[src/inc/ezsi_defs.vh]
// How it works
// - Sa7 zero in two of last three
// - Status bit 5 shows live Sa7 state
// - Sa7 state change sets bit 1 flag
// - Status read clears both change flags
// - Excess-zero change sets bit 0 flag
// - Enable bit 1 gates Sa7 interrupt on irq_o
// - Enable bit 0 gates excess-zero interrupt on irq_o
//
// Purpose: constants for the Sa7 / excess-zero interrupt block
// Assumes: APB, one word per register
// Notes:   header holds definitions only
`ifndef EZSI_DEFS_VH
`define EZSI_DEFS_VH
`define EZSI_ADDR_W       4
`define EZSI_OFF_STATUS   4'h0
`define EZSI_OFF_ENABLE   4'h4
`define EZSI_OFF_IRQ_STAT 4'h8
`define EZSI_OFF_IRQ_MASK 4'hC
`define EZSI_BIT_SA7_ST   5
`define EZSI_BIT_SA7_CHG  1
`define EZSI_BIT_EXZ_CHG  0
`define EZSI_RST_BYTE     8'h00
`define EZSI_RST_2B       2'h0
`define EZSI_VOTE_MIN     2'h2
`define EZSI_EV_MSB       1
`define EZSI_HIST_RST     3'h0
`endif

[src/logic/ezsi_sa7_vote.v]
// Purpose: two-of-three vote on received Sa7 samples
// Assumes: sample strobe on mclk_i, from framer logic
// Notes:   output is registered
`timescale 1ns/1ps
`include "ezsi_defs.vh"
module ezsi_sa7_vote
(
  // Clock and reset
  input  wire       mclk_i,
  input  wire       arst_n_i,
  // Sample
  input  wire       sa7_vld_i,
  input  wire       sa7_bit_i,
  // Result
  output reg        sa7_zero_o
);
  reg  [2:0] hist_r;
  wire [2:0] hist_nxt;
  wire [1:0] zeros;

  assign hist_nxt = {hist_r[1:0], ~sa7_bit_i};
  assign zeros = {1'b0, hist_nxt[0]} + {1'b0, hist_nxt[1]}
               + {1'b0, hist_nxt[2]};

  always @(posedge mclk_i or negedge arst_n_i)
  begin
    if (!arst_n_i)
    begin
      hist_r     <= `EZSI_HIST_RST;
      sa7_zero_o <= 1'b0;
    end
    else if (sa7_vld_i)
    begin
      hist_r     <= hist_nxt;
      sa7_zero_o <= (zeros >= `EZSI_VOTE_MIN);
    end
  end
endmodule // ezsi_sa7_vote

[src/logic/ezsi_top.v]
// Purpose: Sa7-zero and excess-zero change interrupts with APB access
// Assumes: framer strobes on mclk_i; pins pass two flops
// Notes:   status read clears change flags
//
// The APB slave port and the register offsets were decided locally.
`timescale 1ns/1ps
`include "ezsi_defs.vh"
module ezsi_top
(
  // Clock and reset
  input  wire        mclk_i,
  input  wire        arst_n_i,
  // APB
  input  wire        psel_i,
  input  wire        penable_i,
  input  wire        pwrite_i,
  input  wire [31:0] paddr_i,
  input  wire [31:0] pwdata_i,
  output reg  [31:0] prdata_o,
  output reg         pready_o,
  output reg         pslverr_o,
  // Framer side
  input  wire        sa7_vld_i,
  input  wire        sa7_bit_i,
  input  wire        excess_zero_i,
  // Interrupts
  output reg         irq_o,
  output reg         host_irq_o
);
  ////////////////////////////////////////////////////////////////////
  reg        exz_s1_r;
  reg        exz_s2_r;
  reg        exz_d_r;
  reg        sa7_d_r;
  wire       sa7_zero_state;
  reg        sa7_zero_change_flag;
  reg        excess_zero_change_flag;
  reg        sa7_zero_change_irq_en;
  reg        excess_zero_change_irq_en;
  reg  [1:0] ev_stat_r;
  reg  [1:0] ev_mask_r;
  reg  [31:0] rd_nxt;
  wire [`EZSI_ADDR_W-1:0] a;
  wire       acc;
  wire       wr;
  wire       rd;
  wire       hit;
  wire       rd_stat;
  wire       wr_en;
  wire       wr_mask;
  wire       wr_stat;
  wire       sa7_chg;
  wire       exz_chg;
  wire [1:0] ev;

  assign a   = paddr_i[`EZSI_ADDR_W-1:0];
  assign acc = psel_i & penable_i & ~pready_o;
  assign wr  = acc & pwrite_i;
  assign rd  = acc & ~pwrite_i;
  assign hit = (paddr_i[31:`EZSI_ADDR_W] == 28'h0000000);
  // One decode per register access for the flag and register processes; the read mux decodes a in its own case
  assign rd_stat = rd & hit & (a == `EZSI_OFF_STATUS);
  assign wr_en   = wr & hit & (a == `EZSI_OFF_ENABLE);
  assign wr_mask = wr & hit & (a == `EZSI_OFF_IRQ_MASK);
  assign wr_stat = wr & hit & (a == `EZSI_OFF_IRQ_STAT);

  ezsi_sa7_vote u_vote
  (
    .mclk_i     (mclk_i),
    .arst_n_i   (arst_n_i),
    .sa7_vld_i  (sa7_vld_i),
    .sa7_bit_i  (sa7_bit_i),
    .sa7_zero_o (sa7_zero_state)
  );

  ////////////////////////////////////////////////////////////////////
  // Edge detection; excess-zero level is a pin, so synchronise
  always @(posedge mclk_i or negedge arst_n_i)
  begin
    if (!arst_n_i)
    begin
      exz_s1_r <= 1'b0;
      exz_s2_r <= 1'b0;
      exz_d_r  <= 1'b0;
      sa7_d_r  <= 1'b0;
    end
    else
    begin
      exz_s1_r <= excess_zero_i;
      exz_s2_r <= exz_s1_r;
      exz_d_r  <= exz_s2_r;
      sa7_d_r  <= sa7_zero_state;
    end
  end

  assign sa7_chg = sa7_zero_state ^ sa7_d_r;
  assign exz_chg = exz_s2_r ^ exz_d_r;
  assign ev      = {sa7_chg, exz_chg};

  ////////////////////////////////////////////////////////////////////
  // Flags: a new event wins over the read clear
  always @(posedge mclk_i or negedge arst_n_i)
  begin
    if (!arst_n_i)
    begin
      sa7_zero_change_flag    <= 1'b0;
      excess_zero_change_flag <= 1'b0;
    end
    else
    begin
      if (sa7_chg)
        sa7_zero_change_flag <= 1'b1;
      else if (rd_stat)
        sa7_zero_change_flag <= 1'b0;
      if (exz_chg)
        excess_zero_change_flag <= 1'b1;
      else if (rd_stat)
        excess_zero_change_flag <= 1'b0;
    end
  end

  ////////////////////////////////////////////////////////////////////
  // Writable registers and sticky event status
  always @(posedge mclk_i or negedge arst_n_i)
  begin
    if (!arst_n_i)
    begin
      sa7_zero_change_irq_en    <= 1'b0;
      excess_zero_change_irq_en <= 1'b0;
      ev_stat_r                 <= `EZSI_RST_2B;
      ev_mask_r                 <= `EZSI_RST_2B;
    end
    else
    begin
      if (wr_en)
      begin
        sa7_zero_change_irq_en    <= pwdata_i[`EZSI_BIT_SA7_CHG];
        excess_zero_change_irq_en <= pwdata_i[`EZSI_BIT_EXZ_CHG];
      end
      if (wr_mask)
        ev_mask_r <= pwdata_i[`EZSI_EV_MSB:0];
      if (wr_stat)
        ev_stat_r <= (ev_stat_r & ~pwdata_i[`EZSI_EV_MSB:0]) | ev;
      else
        ev_stat_r <= ev_stat_r | ev;
    end
  end

  ////////////////////////////////////////////////////////////////////
  // Read mux; reserved bits read zero
  always @*
  begin
    rd_nxt = 32'h00000000;
    case (a)
      `EZSI_OFF_STATUS:
      begin
        rd_nxt[`EZSI_BIT_SA7_ST]  = sa7_zero_state;
        rd_nxt[`EZSI_BIT_SA7_CHG] = sa7_zero_change_flag;
        rd_nxt[`EZSI_BIT_EXZ_CHG] = excess_zero_change_flag;
      end
      `EZSI_OFF_ENABLE:
      begin
        rd_nxt[`EZSI_BIT_SA7_CHG] = sa7_zero_change_irq_en;
        rd_nxt[`EZSI_BIT_EXZ_CHG] = excess_zero_change_irq_en;
      end
      `EZSI_OFF_IRQ_STAT: rd_nxt[`EZSI_EV_MSB:0] = ev_stat_r;
      `EZSI_OFF_IRQ_MASK: rd_nxt[`EZSI_EV_MSB:0] = ev_mask_r;
      default:            rd_nxt = 32'h00000000;
    endcase
    if (!hit)
      rd_nxt = 32'h00000000;
  end

  ////////////////////////////////////////////////////////////////////
  // APB answer one cycle after access starts; outputs registered
  always @(posedge mclk_i or negedge arst_n_i)
  begin
    if (!arst_n_i)
    begin
      prdata_o   <= 32'h00000000;
      pready_o   <= 1'b0;
      pslverr_o  <= 1'b0;
      irq_o      <= 1'b0;
      host_irq_o <= 1'b0;
    end
    else
    begin
      pready_o  <= acc;
      pslverr_o <= acc & ~hit;
      if (rd)
        prdata_o <= rd_nxt;
      irq_o <= (sa7_zero_change_flag & sa7_zero_change_irq_en)
             | (excess_zero_change_flag
                & excess_zero_change_irq_en);
      host_irq_o <= |(ev_stat_r & ev_mask_r);
    end
  end
endmodule // ezsi_top

[config.mk]
export PLATFORM = sky130hd
export DESIGN_NAME = ezsi_top
export DESIGN_NICKNAME = d
export VERILOG_FILES = /design/src/logic/ezsi_sa7_vote.v /design/src/logic/ezsi_top.v
export VERILOG_INCLUDE_DIRS = /design/src /design/src/inc
export SDC_FILE = /design/constraint.sdc
export NUM_CORES = 1
export LEC_CHECK = 0
export BUFFER_PORTS_ARGS = -buffer_cell sky130_fd_sc_hd__buf_2
export CAP_MARGIN = 20
export CORE_MARGIN = 2
export CORE_UTILIZATION = 41
export DETAILED_ROUTE_END_ITERATION = 12
export PLACE_DENSITY = 0.95
export SYNTH_ARGS = -nofsm -noshare
export SYNTH_HDL_FRONTEND = slang
export SYNTH_HIERARCHICAL = 1
export SYNTH_SLANG_ARGS = --single-unit
[constraint.sdc]
create_clock -name mclk_i -period 2.5 [get_ports mclk_i]
set_input_delay 0.125 -clock mclk_i [delete_from_list [all_inputs] [get_ports mclk_i]]
set_output_delay 0.125 -clock mclk_i [all_outputs]
set_load 0.02 [all_outputs]
== After elaboration in Yosys (flattened, before gate mapping) ==
Index checks and enable logic that the tools add are counted.
Storage, ports and cells
  logic and storage cells: 60
  output and inout bits: 36
  input port bits: 72
  register bits after elaboration: 51
Cells by class
  reduce and logical (&&, ||, !) cells: 5
  magnitude comparators: 1
  bitwise gates (word level): 25
  multiplexer cells: 7
  add/sub/neg operators: 2
  equal/unequal tests: 3
Operators by type and width (number)
  $logic_not 28->1: 1
  $and 1x1->1: 13
  $eq 4x4->1 const B: 2
  $pmux 2 s4: 1
  $mux 6: 1
  $and 2x2->2: 2
  $eq 4x3->1 const B: 1
  $logic_not 4->1: 1
  $mux 1: 4
  $not 1->1: 4
  $or 2x2->2: 2
  $reduce_bool 2->1: 2
  $add 1x1->2: 1
  $add 2x1->2: 1
  $ge 2x2->1 const B: 1
  $mux 2: 1
  $not 2->2: 1
  $reduce_or 2->1: 1
  $xor 1x1->1: 2
  $or 1x1->1: 1

== Logic depth before layout (Yosys ltp) ==
  depth after elaboration: 7
  gate-level depth with buffers: 5
  gate-level depth less buffers: 4

== Hierarchy ==
Netlist, hierarchy kept.
By module, submodules not included
  ezsi_top: seq. area each 475.5 µm², times used 1, area each 1137.3 µm², cells an instance 104
  ezsi_sa7_vote: seq. area each 75.1 µm², times used 1, area each 128.9 µm², cells an instance 11

== Least setup slack after synthesis ==
Ideal clock, no wire load.
  kind: flip-flop to flip-flop
  from: register pready_o
  to: register ev_mask_r[0]
  stages on the path, launching flop included: 6
  data arrival time: 1.598 ns
  path slack: 0.777 ns
  setup time: 0.125 ns
  period minus slack after synthesis: 1.723 ns
  required time: 2.375 ns
  buffers on the path: 1
  cells stage by stage: dfrtp_1 > and3b_1 > clkbuf_1 > and3_1 > nor4b_2 > mux2_2
On the way
  longest elaborated chain between the ends: 5
RTL lines
  start, declared: RTL line ezsi_top.v:20  | output reg pready_o,
  start signal, assigned: RTL line ezsi_top.v:181  | pready_o <= 1'b0;
  start signal, assigned: RTL line ezsi_top.v:188  | pready_o <= acc;
  $not 1->1: RTL line ezsi_top.v:57  | assign acc = psel_i & penable_i & ~pready_o;
  $and 1x1->1: RTL line ezsi_top.v:57
  via acc: RTL line ezsi_top.v:44  | wire acc;
  $and 1x1->1: RTL line ezsi_top.v:58  | assign wr = acc & pwrite_i;
  $and 1x1->1 (2 in a row): RTL line ezsi_top.v:64  | assign wr_mask = wr & hit & (a == `EZSI_OFF_IRQ_MASK);
  end signal, assigned: RTL line ezsi_top.v:131  | ev_mask_r <= `EZSI_RST_2B;
  end signal, assigned: RTL line ezsi_top.v:141  | ev_mask_r <= pwdata_i[`EZSI_EV_MSB:0];
  end, declared: RTL line ezsi_top.v:41  | reg [1:0] ev_mask_r;
The timed path passes the listed nets, and every way through them passes these cells.
A chain may end at the register's enable or synchronous reset.

== Final worst setup path ==
  from: register pready_o
  to: register ev_mask_r[1]
On the way
  longest elaborated chain between the ends: 5
RTL lines (RTL line)
  $not 1->1: ezsi_top.v:57
  $and 1x1->1: ezsi_top.v:57
  $and 1x1->1: ezsi_top.v:58
  $and 1x1->1 (2 in a row): ezsi_top.v:64
Every way passes these cells.

==> impl_results.md <==
- Finished Core Util: 0.4942
- Grt ovf: 0
- CTS Buffer Depth: 2
- R2R setup slack: 0.80 ns
- Place WS: 0.7960 ns
- Final setup viols: 0
- Slew Limit Fails: 0
- Mapped Area: 1266 µm²
- Initial antenna violation count: 0
- Post-synthesis register bit count: 22
- Data required, critical path: 2.69 ns
- Worst EP arrival: 1.89 ns
- Die ar.: 3549 µm²
- Yosys warns: 6
- End of the critical path: ev_mask_r[1]
- R2r endpoint: ev_mask_r[1]
- Area growth syn-to-layout: 17.19%
- Vias in the first global route: 855
- Worst path cell trace: and3b_1 -> and3_1 -> nor4b_2 -> mux2_2
- Crit-path max cell delay: 0.38 ns
- Register area share after synthesis: 0.4348
- Largest net degree at the start of global routing: 23
- Worst Path Max Fanout: 5
- Clk slew on worst S/H paths: 0.10 ns
- Final #Nets: 242
- TritonCTS clock tree: yes
- Worst VDD drop: 0.2705 mV
- Overall power: 0.6612 mW
- Root Buffer: clkbuf_4
- CTS resizes: 0
- Critical R2R Launch: pready_o
- Final hold slack: 0.05585 ns
- Drt wl/cell: 10.99 µm
- Core Rows: 20
- DRC: 0
- IO Pins: 108
- RSZ-0062 raised after global routing: no
- Most common cell after layout, fill and taps aside: buf_2
- Reg2reg path depth: 4
- Port bufs: 48
- First-pass GRT wire length: 3788 µm
- Worst setup margin: 0.7986 ns
- FFs w/ async S/R, synth: 1.000
- Total Routing Usage GR: 0.1412
- Hold Vio Cnt, Final: 0
- Placer Congestion: 0.8030
- Final Cycle Share: 0.6805
- Top FF cell, synth: dfrtp_1
- Clock Skew: 0.001335 ns
- Fin crit period: 1.701 ns
- Routed WL: 2198 µm
- Initial cell density of the core: 0.4217
- Yosys cell types: 35
- Placed Area: 1431 µm²
- Worst Min Path Start: pwdata_i[0]
- Die height: 59.57 µm
- Worst skew pair latency: 0.29 ns
- DR iter-0 viols: 20
- Core outline area: 3003 µm²
- CTS buffer count: 3
- Fin Setup TNS: 0 ns
- Worst Hold Class: primary input to flip-flop
- Routed vias/inst: 4.700
- Antenna Nets Post-Route: 0
- Setup CP Type: flip-flop to flip-flop
- DPL Wire Length: 1882 µm
- Max-Cap Viols: 0
- Vias: 940
- Syn Area/Cell: 11.01 µm²
- CTS sink cnt: 22
- H-tree depth: 1
- Power per cell area: 445.6 nW/µm²
- Outcome: completed
- Ant. Diodes: 0
- Fin cells: 200
- Share of layout cells above drive strength 1: 0.4012
- Critical-path top delay cell: dfrtp_1
- Placed instance count: 194
- Highest clock rate: 587.8 MHz
- Design Area, Final: 1484 µm²
- EDFF count, synth: 0
- Cells after Synth: 115
- LEAKAGE: 0.7416 nW
- Critical path capture point type: flip-flop
- CP Launch Point: pready_o
- Critical Path Start Type: flip-flop
- Most frequent cells in the layout: 48 x buf_2, 29 x conb_1, 22 x dfrtp_1
- Setup bufs post-CTS: 0
- Die Width: 59.57 µm
- Drt pass-1 iters: 4
[sequential cells by signal, summed over array words and instances, names as in the netlist]
signal and count:
sa7_zero_change_flag 1, exz_s2_r 1, irq_o 1, pslverr_o 1
u_vote/sa7_zero_o 1, prdata_o 3, u_vote/hist_r 2, sa7_d_r 1
ev_stat_r 2, host_irq_o 1, excess_zero_change_flag 1, exz_s1_r 1
sa7_zero_change_irq_en 1, exz_d_r 1, excess_zero_change_irq_en 1, pready_o 1
ev_mask_r 2
[cell families (layout without fill, tap and decap cells)]
logic type                 Yosys count  after routing  synth area share
buffers and inverters               34             58            0.1868
muxes                                6              6           0.06521
other                                1             29          0.002962
xor gates and xnor gates             2              2           0.01384
and+or+nand+nor                     33             33            0.1937
AOI/OAI and AO/OA                   16             16           0.09289
DFF                                 22             22            0.4348
adders and majority gates            1              1          0.009880
[worst max-delay path, delay by kind of cell (launching register included)]
kind	cells	cell delay, ns
simple gates	3	0.83
flops	1	0.38
mux	1	0.38
[per-layer routing]
layer / vias up / global-route usage / routed length, µm
met1: 444 / 0.1646 / 858
met3: 5 / 0.04803 / 161
li1: 456 / - / -
met2: 35 / 0.2480 / 1155
met5: - / 0 / 0
met4: 0 / 0.03492 / 22
[power by group]
| group | switching [mW] | leakage, nW | total (mW) | internal (mW) |
|---|---|---|---|---|
| Sequential | 0.00811 | 0.267 | 0.377 | 0.369 |
| Clock | 0.0939 | 0.0138 | 0.150 | 0.0561 |
| Combinational | 0.0855 | 0.461 | 0.134 | 0.0486 |
[timing repair]
item                                    in CTS  in global routing
hold buffers                                 3                  0
hold endpoints to repair                    24                  0
endpoints found under the setup margin       0                  0
[synth_stat cells (2+ instances only)]
master	count	area share
nor2_1	6	0.018
nand2b_1	2	0.0099
a21o_1	2	0.012
nor4_2	7	0.069
nor3_1	2	0.0079
a41oi_1	2	0.014
inv_1	4	0.012
nand2_1	3	0.0089
mux2_2	4	0.036
a21oi_1	3	0.012
buf_4	29	0.17
xor2_1	2	0.014
nor3b_1	2	0.012
dfrtp_1	22	0.43
nand4_1	3	0.015
a22o_1	3	0.021
[cell type report]
cell class | count | area (µm²)
inverters | 4 | 15.01
flip-flops and latches | 22 | 550.5
well taps | 33 | 41.29
repair buffers | 51 | 270.3
fillers | 291 | 1519
clock buffers | 3 | 22.52
multi-input cells | 87 | 584.3
[worst min-delay path by stage]
stage,endpoint,slack [ns],cells after the start
6_report,ev_stat_r[0],0.06,2
3_5_place_dp,pslverr_o,0.12,1
2_1_floorplan,ev_mask_r[0],-0.17,0
5_1_grt,u_vote/sa7_zero_o,0.06,2
4_1_cts,ev_stat_r[0],0.04,2
3_3_place_gp,pready_o,0.1,1
Note: power is estimated with default switching activity, not from simulation.
